$ cat config.mk
export PLATFORM = sky130hd
export DESIGN_NAME = pmq_regs
export DESIGN_NICKNAME = d
export VERILOG_FILES = /design/src/pkg/pmq_pkg.sv /design/src/hw/pmq_regs.sv
export VERILOG_INCLUDE_DIRS = /design/src /design/src/pkg
export SDC_FILE = /design/constraint.sdc
export NUM_CORES = 1
export LEC_CHECK = 0
export BUFFER_PORTS_ARGS = -buffer_cell sky130_fd_sc_hd__clkbuf_2
export CORE_ASPECT_RATIO = 1.4
export CORE_MARGIN = 4
export CORE_UTILIZATION = 33
export DETAILED_ROUTE_END_ITERATION = 10
export GPL_TIMING_DRIVEN = 0
export SKIP_CTS_REPAIR_TIMING = 1
export SYNTH_ARGS = -nofsm -noshare
export SYNTH_HDL_FRONTEND = slang
export SYNTH_HIERARCHICAL = 1
export SYNTH_SLANG_ARGS = --single-unit
$ cat constraint.sdc
create_clock -name i_core_clk -period 1.9 [get_ports i_core_clk]
set_input_delay 0.38 -clock i_core_clk [delete_from_list [all_inputs] [get_ports i_core_clk]]
set_output_delay 0.38 -clock i_core_clk [all_outputs]
set_load 0.005 [all_outputs]
$ cat src/pkg/pmq_consts.svh
// Register offsets, field positions and reset values of the quality register set
// How it works
// - Devices-present-1 words read bits 7 and 3 set
// - Devices-present-2 words read only bit 14 set
// - Local EEE bit 1 writable, resets zero
// - Partner EEE bit 1 reported, bits 6:2 zero
// - Vendor device and package identifiers read zero
// - Vendor status presence field reads binary 10
// - Mean slicer error snapshot, 16 bits, resets zero
// - Current MSE snapshot in bits 8:0
// - Worst MSE since previous capture in bits 8:0
// - Worst quality index 7:5, current 3:1
// - Current peak error in bits 7:0
// - Worst peak error in bits 15:8
// - Snapshots refresh only on capture write
// - Capture bit 15 triggers then self-clears
`ifndef PMQ_CONSTS_SVH
`define PMQ_CONSTS_SVH

// Register index (MMD.register); byte address is four times the index
`define PMQ_IDX_AN_PRESENT_LO     10'd5
`define PMQ_IDX_AN_PRESENT_HI     10'd6
`define PMQ_IDX_EEE_LOCAL         10'd60
`define PMQ_IDX_EEE_PARTNER       10'd61
`define PMQ_IDX_VEND_ID_ONE       10'd130
`define PMQ_IDX_VEND_ID_TWO       10'd131
`define PMQ_IDX_VEND_PRESENT_LO   10'd133
`define PMQ_IDX_VEND_PRESENT_HI   10'd134
`define PMQ_IDX_VEND_STATUS       10'd136
`define PMQ_IDX_VEND_PKG_ONE      10'd142
`define PMQ_IDX_VEND_PKG_TWO      10'd143
`define PMQ_IDX_MEAN_ERR          10'd144
`define PMQ_IDX_MSE_CUR           10'd145
`define PMQ_IDX_MSE_WORST         10'd146
`define PMQ_IDX_SQI               10'd147
`define PMQ_IDX_PEAK              10'd148
`define PMQ_IDX_QCTL              10'd149

// Fixed read values
`define PMQ_PRESENT_LO_VAL        16'h0088
`define PMQ_PRESENT_HI_VAL        16'h4000
`define PMQ_VEND_STATUS_VAL       16'h8000
`define PMQ_ZERO16                16'h0000

// Field positions
`define PMQ_EEE_100TX_BIT         1
`define PMQ_CAPTURE_BIT           15

// AXI responses
`define PMQ_RESP_OKAY             2'b00
`define PMQ_RESP_SLVERR           2'b10

`endif

$ cat src/pkg/pmq_pkg.sv
// Types of the quality register set
package pmq_pkg;

   // Live measurements from the quality engine
   typedef struct packed {
      logic [15:0] mean_err;
      logic [8:0]  mse;
      logic [2:0]  sqi;
      logic [7:0]  peak;
   } pmq_meas_t;

   // Bus slave states
   typedef enum logic [1:0] {
      PMQ_IDLE,
      PMQ_RESP
   } pmq_bus_state_t;

endpackage

$ cat src/hw/pmq_regs.sv
// AXI4-Lite register set for quality snapshots and MMD capability words
`timescale 1ns/1ps
`include "pmq_consts.svh"

module pmq_regs #(
   parameter int ADDR_W = 12
) (
   input  wire logic                  i_core_clk,
   input  wire logic                  i_sys_rst,
   // Live quality measurements (same clock domain)
   input  wire pmq_pkg::pmq_meas_t    i_meas,
   input  wire logic                  i_partner_eee_100tx,
   // AXI4-Lite slave
   input  wire logic [ADDR_W-1:0]     i_awaddr,
   input  wire logic                  i_awvalid,
   output logic                       o_awready,
   input  wire logic [31:0]           i_wdata,
   input  wire logic [3:0]            i_wstrb,
   input  wire logic                  i_wvalid,
   output logic                       o_wready,
   output logic [1:0]                 o_bresp,
   output logic                       o_bvalid,
   input  wire logic                  i_bready,
   input  wire logic [ADDR_W-1:0]     i_araddr,
   input  wire logic                  i_arvalid,
   output logic                       o_arready,
   output logic [31:0]                o_rdata,
   output logic [1:0]                 o_rresp,
   output logic                       o_rvalid,
   input  wire logic                  i_rready,
   // Block state
   output logic                       o_eee_adv_100tx,
   output logic                       o_capture_pulse
);

   // Decode slices address bits 11:2, so a narrower bus cannot be served
   if (ADDR_W < 12 || ADDR_W > 32)
   begin : g_bad_addr_w
      $error("pmq_regs: ADDR_W must be 12..32");
   end

   // Write and read channel state
   logic                    aw_held_q;
   logic [ADDR_W-1:0]       aw_addr_q;
   logic                    w_held_q;
   logic [31:0]             w_data_q;
   logic [3:0]              w_strb_q;
   pmq_pkg::pmq_bus_state_t wr_state_q;
   pmq_pkg::pmq_bus_state_t rd_state_q;
   logic                    wr_do;
   logic [9:0]              wr_idx;
   logic [9:0]              rd_idx;
   logic                    wr_hit;
   logic                    rd_hit;
   logic [15:0]             rd_word;

   // Snapshot state; worst-case trackers sit in one instance per field other than mean error
   logic                    eee_adv_q;
   logic                    capture_q;
   logic [15:0]             snap_mean_q;
   logic [8:0]              snap_mse;
   logic [8:0]              snap_mse_wc;
   logic [2:0]              snap_sqi;
   logic [2:0]              snap_sqi_wc;
   logic [7:0]              snap_peak;
   logic [7:0]              snap_peak_wc;

   // Read words with reserved bits tied low
   logic [15:0]             word_eee_local;
   logic [15:0]             word_eee_partner;
   logic [15:0]             word_mse_cur;
   logic [15:0]             word_mse_worst;
   logic [15:0]             word_sqi;
   logic [15:0]             word_peak;

   // Write fires once both address and data are in hand
   assign wr_do  = aw_held_q && w_held_q && (wr_state_q == pmq_pkg::PMQ_IDLE);
   assign wr_idx = aw_addr_q[11:2];
   assign rd_idx = i_araddr[11:2];
   // Upper address bits must be zero and word aligned
   assign wr_hit = (aw_addr_q[1:0] == 2'b00) && ((aw_addr_q >> 12) == '0);
   assign rd_hit = (i_araddr[1:0] == 2'b00) && ((i_araddr >> 12) == '0);

   // Address and data capture in either order
   always_ff @(posedge i_core_clk)
   begin
      if (i_sys_rst)
      begin
         aw_held_q <= 1'b0;
         w_held_q  <= 1'b0;
         aw_addr_q <= '0;
         w_data_q  <= 32'h0000_0000;
         w_strb_q  <= 4'h0;
         o_awready <= 1'b0;
         o_wready  <= 1'b0;
      end
      else
      begin
         o_awready <= !aw_held_q && !(i_awvalid && o_awready) && (wr_state_q == pmq_pkg::PMQ_IDLE);
         o_wready  <= !w_held_q && !(i_wvalid && o_wready) && (wr_state_q == pmq_pkg::PMQ_IDLE);
         if (i_awvalid && o_awready)
         begin
            aw_held_q <= 1'b1;
            aw_addr_q <= i_awaddr;
         end
         else if (wr_do)
            aw_held_q <= 1'b0;
         if (i_wvalid && o_wready)
         begin
            w_held_q <= 1'b1;
            w_data_q <= i_wdata;
            w_strb_q <= i_wstrb;
         end
         else if (wr_do)
            w_held_q <= 1'b0;
      end
   end

   // Write response; misaligned addresses or set bits above bit 11 answer SLVERR
   always_ff @(posedge i_core_clk)
   begin
      if (i_sys_rst)
      begin
         wr_state_q <= pmq_pkg::PMQ_IDLE;
         o_bvalid   <= 1'b0;
         o_bresp    <= `PMQ_RESP_OKAY;
      end
      else
      begin
         case (wr_state_q)
            pmq_pkg::PMQ_IDLE:
            begin
               if (wr_do)
               begin
                  wr_state_q <= pmq_pkg::PMQ_RESP;
                  o_bvalid   <= 1'b1;
                  o_bresp    <= wr_hit ? `PMQ_RESP_OKAY : `PMQ_RESP_SLVERR;
               end
            end
            pmq_pkg::PMQ_RESP:
            begin
               if (i_bready)
               begin
                  wr_state_q <= pmq_pkg::PMQ_IDLE;
                  o_bvalid   <= 1'b0;
               end
            end
            default:
               wr_state_q <= pmq_pkg::PMQ_IDLE;
         endcase
      end
   end

   // Writable bits: EEE advert and capture trigger; all else ignores writes
   always_ff @(posedge i_core_clk)
   begin
      if (i_sys_rst)
      begin
         eee_adv_q <= 1'b0;
         capture_q <= 1'b0;
      end
      else
      begin
         capture_q <= 1'b0;
         if (wr_do && wr_hit)
         begin
            if (wr_idx == `PMQ_IDX_EEE_LOCAL)
            begin
               if (w_strb_q[0])
                  eee_adv_q <= w_data_q[`PMQ_EEE_100TX_BIT];
            end
            else if (wr_idx == `PMQ_IDX_QCTL)
            begin
               if (w_strb_q[1])
                  capture_q <= w_data_q[`PMQ_CAPTURE_BIT];
            end
         end
      end
   end

   // Mean error has no worst case; it only follows the capture pulse
   always_ff @(posedge i_core_clk)
   begin
      if (i_sys_rst)
         snap_mean_q <= `PMQ_ZERO16;
      else if (capture_q)
         snap_mean_q <= i_meas.mean_err;
   end

   // Mean square error: a larger value is worse
   pmq_worst_trk #(
      .WIDTH     (9),
      .LOW_WORST (1'b0)
   ) u_trk_mse (
      .i_core_clk   (i_core_clk),
      .i_sys_rst    (i_sys_rst),
      .i_capture    (capture_q),
      .i_live       (i_meas.mse),
      .o_cur_snap   (snap_mse),
      .o_worst_snap (snap_mse_wc)
   );

   // Quality index: the lowest index is the worst link
   pmq_worst_trk #(
      .WIDTH     (3),
      .LOW_WORST (1'b1)
   ) u_trk_sqi (
      .i_core_clk   (i_core_clk),
      .i_sys_rst    (i_sys_rst),
      .i_capture    (capture_q),
      .i_live       (i_meas.sqi),
      .o_cur_snap   (snap_sqi),
      .o_worst_snap (snap_sqi_wc)
   );

   // Peak error: invalid and not-ready codes rank above any valid peak
   pmq_worst_trk #(
      .WIDTH     (8),
      .LOW_WORST (1'b0)
   ) u_trk_peak (
      .i_core_clk   (i_core_clk),
      .i_sys_rst    (i_sys_rst),
      .i_capture    (capture_q),
      .i_live       (i_meas.peak),
      .o_cur_snap   (snap_peak),
      .o_worst_snap (snap_peak_wc)
   );

   // Reserved bits stay low whatever was written
   assign word_eee_local   = {14'h0000, eee_adv_q, 1'b0};
   assign word_eee_partner = {14'h0000, i_partner_eee_100tx, 1'b0};
   assign word_mse_cur     = {7'h00, snap_mse};
   assign word_mse_worst   = {7'h00, snap_mse_wc};
   assign word_sqi         = {8'h00, snap_sqi_wc, 1'b0, snap_sqi, 1'b0};
   assign word_peak        = {snap_peak_wc, snap_peak};

   // Read word mux; reserved bits held at zero
   always_comb
   begin
      rd_word = `PMQ_ZERO16;
      if (rd_idx == `PMQ_IDX_AN_PRESENT_LO || rd_idx == `PMQ_IDX_VEND_PRESENT_LO)
         rd_word = `PMQ_PRESENT_LO_VAL;
      else if (rd_idx == `PMQ_IDX_AN_PRESENT_HI || rd_idx == `PMQ_IDX_VEND_PRESENT_HI)
         rd_word = `PMQ_PRESENT_HI_VAL;
      else if (rd_idx == `PMQ_IDX_EEE_LOCAL)
         rd_word = word_eee_local;
      else if (rd_idx == `PMQ_IDX_EEE_PARTNER)
         rd_word = word_eee_partner;
      else if (rd_idx == `PMQ_IDX_VEND_STATUS)
         rd_word = `PMQ_VEND_STATUS_VAL;
      else if (rd_idx == `PMQ_IDX_VEND_ID_ONE || rd_idx == `PMQ_IDX_VEND_ID_TWO
               || rd_idx == `PMQ_IDX_VEND_PKG_ONE || rd_idx == `PMQ_IDX_VEND_PKG_TWO)
         rd_word = `PMQ_ZERO16;
      else if (rd_idx == `PMQ_IDX_MEAN_ERR)
         rd_word = snap_mean_q;
      else if (rd_idx == `PMQ_IDX_MSE_CUR)
         rd_word = word_mse_cur;
      else if (rd_idx == `PMQ_IDX_MSE_WORST)
         rd_word = word_mse_worst;
      else if (rd_idx == `PMQ_IDX_SQI)
         rd_word = word_sqi;
      else if (rd_idx == `PMQ_IDX_PEAK)
         rd_word = word_peak;
      else if (rd_idx == `PMQ_IDX_QCTL)
         rd_word = `PMQ_ZERO16;
   end

   // Read channel; one cycle from address accept to data
   always_ff @(posedge i_core_clk)
   begin
      if (i_sys_rst)
      begin
         rd_state_q <= pmq_pkg::PMQ_IDLE;
         o_arready  <= 1'b0;
         o_rvalid   <= 1'b0;
         o_rdata    <= 32'h0000_0000;
         o_rresp    <= `PMQ_RESP_OKAY;
      end
      else
      begin
         case (rd_state_q)
            pmq_pkg::PMQ_IDLE:
            begin
               o_arready <= !(i_arvalid && o_arready);
               if (i_arvalid && o_arready)
               begin
                  rd_state_q <= pmq_pkg::PMQ_RESP;
                  o_rvalid   <= 1'b1;
                  o_rdata    <= {16'h0000, rd_hit ? rd_word : `PMQ_ZERO16};
                  o_rresp    <= rd_hit ? `PMQ_RESP_OKAY : `PMQ_RESP_SLVERR;
               end
            end
            pmq_pkg::PMQ_RESP:
            begin
               o_arready <= 1'b0;
               if (i_rready)
               begin
                  rd_state_q <= pmq_pkg::PMQ_IDLE;
                  o_rvalid   <= 1'b0;
                  o_arready  <= 1'b1;
               end
            end
            default:
               rd_state_q <= pmq_pkg::PMQ_IDLE;
         endcase
      end
   end

   // Block-facing state outputs, straight from flops
   assign o_eee_adv_100tx = eee_adv_q;
   assign o_capture_pulse = capture_q;

endmodule // pmq_regs

// One quality field: running worst case plus its capture snapshots
module pmq_worst_trk #(
   parameter int WIDTH     = 9,
   parameter bit LOW_WORST = 1'b0
) (
   input  wire logic             i_core_clk,
   input  wire logic             i_sys_rst,
   input  wire logic             i_capture,
   input  wire logic [WIDTH-1:0] i_live,
   output logic      [WIDTH-1:0] o_cur_snap,
   output logic      [WIDTH-1:0] o_worst_snap
);

   // Fields wider than a register word cannot be shown
   if (WIDTH < 1 || WIDTH > 16)
   begin : g_bad_width
      $error("pmq_worst_trk: WIDTH must be 1..16");
   end

   // Running worst of the open interval
   logic [WIDTH-1:0] trk_q;
   logic             trk_valid_q;
   logic             live_worse;

   // Direction of worse is fixed per field at elaboration
   assign live_worse = LOW_WORST ? (i_live < trk_q) : (i_live > trk_q);

   // Seeds from live after reset so a stale zero never counts as worst
   always_ff @(posedge i_core_clk)
   begin
      if (i_sys_rst)
      begin
         trk_q       <= '0;
         trk_valid_q <= 1'b0;
      end
      else if (i_capture || !trk_valid_q)
      begin
         trk_q       <= i_live;
         trk_valid_q <= 1'b1;
      end
      else if (live_worse)
         trk_q <= i_live;
   end

   // Snapshots; the capture cycle's own value counts toward the worst
   always_ff @(posedge i_core_clk)
   begin
      if (i_sys_rst)
      begin
         o_cur_snap   <= '0;
         o_worst_snap <= '0;
      end
      else if (i_capture)
      begin
         o_cur_snap   <= i_live;
         o_worst_snap <= live_worse ? i_live : trk_q;
      end
   end

endmodule // pmq_worst_trk

* After elaboration in Yosys (flattened, before gate mapping)
Index checks and enable logic that the tools add are counted.
** Word-level totals
- Register bits after elaboration :: 142
- Latch bits :: 0
- Memory bits (writable) :: 0
- Memory bits (read-only) :: 0
- Input bits :: 104
- Output and inout bits :: 43
- Logic and storage cells :: 139
- Memories kept :: 0
** Operators by class
- $add $sub $neg :: 0
- Multiply operators :: 0
- Divide/modulo/power cells :: 0
- Magnitude comparators :: 3
- Equality and inequality tests :: 24
- Shift operators :: 0
- Muxes and demuxes :: 37
- Bitwise logic cells :: 3
- Reductions and logical operators :: 42
** Operators with widths (number)
- $mux 16 :: 12
- $eq 10x8->1 const B :: 13
- $eq 10x6->1 const B :: 3
- $eq 10x3->1 const B :: 2
- $mux 9 :: 2
- $mux 8 :: 2
- $mux 2 :: 6
- $logic_and 1x1->1 :: 10
- $gt 9x9->1 :: 1
- $reduce_and 3->1 :: 3
- $gt 8x8->1 :: 1
- $logic_not 1->1 :: 8
- $logic_not 2->1 :: 4
- $logic_or 1x1->1 :: 8
- $mux 1 :: 8
- $ne 2x2->1 const B :: 4
- $pmux 2 s2 :: 2
- $reduce_and 2->1 :: 4
- $reduce_bool 2->1 :: 4
- $mux 3 :: 2
- $pmux 1 s2 :: 3
- $reduce_or 5->1 :: 1
- $eq 2x1->1 const B :: 2
- $lt 3x3->1 :: 1
- $not 1->1 :: 3

* Depth between registers and ports, before layout
- Word-level depth :: 13
- Depth in mapped cells :: 8
- Depth with buffers taken out :: 7

* Cells and area by module
Netlist, hierarchy kept.
** Modules (own cells, without submodules)
- pmq_regs :: times used 1, cells an instance 360, area each 3089.2 um^2, sequential area each 1181.1 um^2
- pmq_worst_trk (u_trk_mse) :: times used 1, cells an instance 146, area each 1373.8 um^2, sequential area each 560.5 um^2
- pmq_worst_trk (u_trk_peak) :: times used 1, cells an instance 134, area each 1236.2 um^2, sequential area each 500.5 um^2
- pmq_worst_trk (u_trk_sqi) :: times used 1, cells an instance 49, area each 449.2 um^2, sequential area each 200.2 um^2

* Least setup slack after synthesis
OpenSTA, ideal clock, no wires.
- Kind :: input port to flip-flop
- Start point :: input port i_meas[19] (netlist bit)
- End point :: register u_trk_mse.o_worst_snap[0]
- Setup time :: 119 ps
- Data arrival time :: 1752 ps
- Data required time :: 1781 ps
- Setup slack :: 29 ps
- Stages on the path :: 6
- Buffers on the path :: 1
- Cells stage by stage :: ha_1 > nand4_2 > a211o_1 > a211o_1 > buf_6 > o221a_1
** Between the ends
- Cells in the longest elaborated chain, start to end :: 2
** Ends and longest elaborated chain
- start, declared :: line pmq_regs.sv:11 : input wire pmq_pkg::pmq_meas_t i_meas,
- $gt 9x9->1 :: line pmq_regs.sv:340 : assign live_worse = LOW_WORST ? (i_live < trk_q) : (i_live > trk_q);
- $mux 9 :: line pmq_regs.sv:370 : o_worst_snap <= live_worse ? i_live : trk_q;
- end signal, assigned :: line pmq_regs.sv:370
- end, declared :: line pmq_regs.sv:325 : output logic [WIDTH-1:0] o_worst_snap
Every way passes these cells.
A chain may end at the register's enable or synchronous reset.

* Final worst setup path
- Start point :: register u_trk_peak.trk_q[1]
- End point :: register u_trk_peak.trk_q[5]
** Between the ends
- Cells in the longest elaborated chain, start to end :: 3
** Ends and longest elaborated chain
- start, declared :: line pmq_regs.sv:335 : logic [WIDTH-1:0] trk_q;
- start signal, assigned :: line pmq_regs.sv:352 : trk_q <= i_live;
- start signal, assigned :: line pmq_regs.sv:356 : trk_q <= i_live;
- $gt 8x8->1 :: line pmq_regs.sv:340
- $mux 8 (2 in series)
Every way passes these cells.

==> impl_metrics.yaml <==
worst_setup_path:
  cp.depth: 8
  worstSetupStartpointType: "flop"
  crit_buf_inv: 2
  cp_max_fanout: 8
  worst_r2r_startpoint: "u_trk_peak/trk_q[1]"
  cp_capture_type: "flop"
  timing.reg2reg.worst_path_depth: 8
  worstSetupPathType: "flop to flop"
  path_delay_family: "simple AND/OR/NAND/NOR gates"
  crit_slowest_cell: "sky130_fd_sc_hd__nor4b_2"
  critical_path_data_arrival_time_ns: 2.33
  crit_required_ns: 2.24
  worst-r2r-setup-slack_ns: -0.09
  r2r-end: "u_trk_peak/trk_q[5]"
  timing.critical_path.slowest_cell_delay_ns: 0.35
  ordered_cell_list_for_the_critical_path: "inv_2, ha_4, nor2b_4, o211ai_1, a211oi_4, nor4b_2, buf_6, mux2i_1"
final_layout:
  drive_gt1_share_pct: 30.4
  num_antenna_cells: 0
  final_design_area_no_fill_um2: 8000
  finish.net_count: 953
  synthToLayoutAreaGrowth_pct: 30.0
min_path:
  min_delay_path_class: "primary input to flop"
  hold_path_startpoint: "i_awaddr[6]"
  cells_on_worst_hold_path: 3
  hold-path-endpoint: "aw_addr_q[6]"
sta:
  final.setup_skew_ns: 0.00626
  share_of_the_clock_period_used_by_the_worst_path_pct: 105
  fin_crit_ns: 1.99
  timing.fmax_mhz: 501
  slew_of_the_pin_with_the_lowest_slew_margin_ns: 0.704
  slew_viol_final: 0
  report.final.setup_viol: 10
  max_slew_headroom_at_the_worst_pin_pct: 53.0
  postLayoutSetupSlackWorst_ns: -0.0948
  grt_setup_unrepaired: "yes"
  finalHoldViolations: 0
logic_synthesis:
  synth_cells: 689
  synthFlopType: "sky130_fd_sc_hd__dfxtp_1"
  postSynth.asyncResetShare_pct: 0
  synth_compound_area_share_pct: 19.0
  synth.cell_area_um2: 6150
  synth.yosys.warnings: 6
  synthAdderAreaFrac_pct: 3.87
  synth_xor_area_share_pct: 0
  synth_simple_gate_area_share_pct: 20.5
  combinational_family_with_the_most_area_after_synthesis: "simple AND/OR/NAND/NOR gates"
  yosys_register_bits: 122
  synth_enable_flop_cells: 0
  synth_mux_area_share_pct: 8.95
  average_footprint_of_a_synthesized_cell_um2: 8.92
  yosysUniqueCellTypes: 78
  seq_area_frac_synth_pct: 39.7
drt:
  finalWirelength_um: 17500
  firstDrtPassIters: 6
  final_antenna_net_count: 0
  post_drt_wl_per_cell_um: 16.1
  dr.first_iter.drc_count: 293
  viasPerCell: 5.04
  drc: 0
  detailroute.via_count: 5456
floorplan:
  die_h_um: 170
  die-width_um: 123
  core_area_um2: 18100
  initial_core_util_pct: 33.9
  dieArea_um2: 20900
  row_count: 58
  boundaryPins: 147
clock_tree:
  cts.path.max_buffers: 2
  htree_num_levels: 4
  tritoncts.num_buffers: 17
  cts_tree: "built"
  cts_sinks: 122
  ctsRootBufferMaster: "sky130_fd_sc_hd__clkbuf_16"
  path_clk_slew_ns: 0.06
  worstSkewPairLatency_ns: 0.42
placement:
  pre_cts_ws_ns: -0.409
  gp_congestion: 0.863
  dp_hpwl_um: 13200
  buffer_ports.inserted: 95
  placed_cell_area_um2: 6990
pwr:
  static_leakage_nw: 3.02
  power.ir.vdd_worst_mv: 0.580
  power_per_cell_area_nw_per_um2: 858
grt:
  grt_start_max_net_pins: 17
  grt_pass1_vias: 5066
  initial_antenna_violation_count: 4
  grt_first_pass_wirelength_um: 26700
  grt-ovfl-total: 0
  groute.usage.overall_pct: 16.6
job:
  max-cap-violations: 0
outcome:
  violations: "setup timing"
  run_status: "finished, violations left"
-- layout by cell type (no fill, tap or decap), types with 5 or more instances in the layout --
cell type                     n
sky130_fd_sc_hd__o21ai_2      8
sky130_fd_sc_hd__o21ai_1      6
sky130_fd_sc_hd__nand2_1     91
sky130_fd_sc_hd__ha_4        13
sky130_fd_sc_hd__nand2b_1     9
sky130_fd_sc_hd__o21ai_0     20
sky130_fd_sc_hd__o2bb2ai_1    6
sky130_fd_sc_hd__nor4b_2      8
sky130_fd_sc_hd__buf_4       31
sky130_fd_sc_hd__buf_2        8
sky130_fd_sc_hd__nor4_1       5
sky130_fd_sc_hd__conb_1      18
sky130_fd_sc_hd__a21oi_1     36
sky130_fd_sc_hd__clkbuf_16   17
sky130_fd_sc_hd__a311oi_2     6
sky130_fd_sc_hd__dfxtp_2     14
sky130_fd_sc_hd__inv_1       24
sky130_fd_sc_hd__inv_2        9
sky130_fd_sc_hd__dfxtp_1    107
sky130_fd_sc_hd__nand3_1     13
sky130_fd_sc_hd__mux2i_1     55
sky130_fd_sc_hd__a311oi_1    12
sky130_fd_sc_hd__a32oi_1      5
sky130_fd_sc_hd__clkbuf_2    96
sky130_fd_sc_hd__a22oi_1     12
sky130_fd_sc_hd__a21o_1       5
sky130_fd_sc_hd__nor2_1      65
sky130_fd_sc_hd__nor2b_1      5
sky130_fd_sc_hd__clkbuf_1    20
sky130_fd_sc_hd__nor3_1       6
sky130_fd_sc_hd__o221a_1      9
sky130_fd_sc_hd__ha_1         6
-- layout make-up --
| class | count | area (µm²) |
|---|---|---|
| multi-input cells | 494 | 3580 |
| clock buffers | 20 | 447 |
| flip-flops and latches | 122 | 2460 |
| plain buffers | 55 | 350 |
| repair buffers | 106 | 558 |
| well taps | 240 | 300 |
| clock inverters | 12 | 173 |
| inverters | 34 | 128 |
| fillers | 1815 | 10100 |
-- registers in the layout, indices dropped and copies added, names as in the netlist, 8 cells and up --
name	flops
u_trk_mse/trk_q	9
u_trk_peak/o_worst_snap	8
u_trk_peak/trk_q	8
u_trk_mse/o_worst_snap	9
o_rdata	16
snap_mean_q	16
u_trk_peak/o_cur_snap	8
aw_addr_q	12
u_trk_mse/o_cur_snap	9
-- worst register-to-register path: cells and delay by family, from the launching register on --
kind / cells / cell delay [ns]
mux: 1 / 0.22
buf+inv: 2 / 0.26
fa+ha+maj: 1 / 0.21
simple gates: 2 / 0.47
flops: 1 / 0.34
compound gates: 2 / 0.42
-- routing by layer --
layer,part of all wire (%),track usage (%),wire (µm)
met1,42,19.8,7300
met3,6.8,4.83,1180
met5,0.26,0,45
met4,1.8,6.31,322
met2,49,28.0,8600
-- how the worst max path moves through the flow --
| stage | from | end |
|---|---|---|
| finish | u_trk_peak/trk_q[1] | u_trk_peak/trk_q[5] |
| floorplan | i_meas[19] | u_trk_mse/o_worst_snap[0] |
| global route | u_trk_peak/trk_q[1] | u_trk_peak/trk_q[6] |
| detailed placement | o_capture_pulse | u_trk_mse/o_worst_snap[5] |
| global placement | o_capture_pulse | u_trk_mse/o_worst_snap[5] |
| CTS | o_capture_pulse | u_trk_mse/o_worst_snap[5] |
-- synthesized netlist by cell type, types with 3 or more instances --
| library cell | count | area share (%) |
|---|---|---|
| sky130_fd_sc_hd__a22oi_2 | 3 | 0.61 |
| sky130_fd_sc_hd__a21o_1 | 5 | 0.61 |
| sky130_fd_sc_hd__a311oi_1 | 18 | 2.6 |
| sky130_fd_sc_hd__o2bb2ai_1 | 6 | 0.85 |
| sky130_fd_sc_hd__a21oi_1 | 37 | 3.0 |
| sky130_fd_sc_hd__nor4b_1 | 9 | 1.3 |
| sky130_fd_sc_hd__buf_6 | 4 | 0.73 |
| sky130_fd_sc_hd__nand2_1 | 92 | 5.6 |
| sky130_fd_sc_hd__and2_1 | 3 | 0.31 |
| sky130_fd_sc_hd__o21ai_2 | 8 | 1.1 |
| sky130_fd_sc_hd__nor4_1 | 5 | 0.51 |
| sky130_fd_sc_hd__a211oi_1 | 3 | 0.37 |
| sky130_fd_sc_hd__nand3_1 | 14 | 1.1 |
| sky130_fd_sc_hd__nor3_1 | 6 | 0.49 |
| sky130_fd_sc_hd__a32oi_1 | 5 | 0.71 |
| sky130_fd_sc_hd__clkbuf_1 | 19 | 1.2 |
| sky130_fd_sc_hd__ha_1 | 19 | 3.9 |
| sky130_fd_sc_hd__buf_4 | 19 | 2.3 |
| sky130_fd_sc_hd__inv_1 | 33 | 2.0 |
| sky130_fd_sc_hd__buf_2 | 9 | 0.73 |
| sky130_fd_sc_hd__nand4_1 | 4 | 0.41 |
| sky130_fd_sc_hd__nor2_1 | 65 | 4.0 |
| sky130_fd_sc_hd__o221a_1 | 9 | 1.6 |
| sky130_fd_sc_hd__a22oi_1 | 12 | 1.5 |
| sky130_fd_sc_hd__o21ai_1 | 6 | 0.49 |
| sky130_fd_sc_hd__dfxtp_1 | 122 | 40 |
| sky130_fd_sc_hd__a31oi_1 | 4 | 0.41 |
| sky130_fd_sc_hd__nor2b_1 | 6 | 0.61 |
| sky130_fd_sc_hd__nand3b_1 | 4 | 0.49 |
| sky130_fd_sc_hd__o21ai_0 | 20 | 1.6 |
| sky130_fd_sc_hd__nand2b_1 | 9 | 0.92 |
| sky130_fd_sc_hd__mux2i_1 | 55 | 9.0 |
| sky130_fd_sc_hd__nor4b_2 | 3 | 0.73 |
-- where the power goes --
| group | leakage [nW] | total, mW | internal [mW] | switching, mW |
|---|---|---|---|---|
| sequential | 0.997 | 2.69 | 2.64 | 0.0557 |
| combinational | 1.72 | 0.785 | 0.342 | 0.443 |
| clock | 0.300 | 3.39 | 2.22 | 1.17 |
-- through the flow --
step / hold slack, ns / util, % / std cells / setup TNS (ns) / power [mW]
after global placement: 0.432 / 38.5 / 1041 / -13.73 / 3.39
after detailed placement: 0.435 / 38.5 / 1041 / -14.10 / 3.40
after CTS: 0.173 / 41.9 / 1073 / -7.83 / 6.79
after floorplan: 0.416 / - / 706 / 0 / 3.16
after global routing: 0.185 / 44.1 / 1083 / -2.34 / 7.13
final: 0.182 / 44.1 / 1083 / -0.469 / 6.86
-- kinds of logic after synthesis --
family / after synthesis
flops: 122
compound gates: 158
mux: 55
fa+ha+maj: 19
buf+inv: 90
simple gates: 244
other cells: 1
Power figures use the tool's default switching activity.
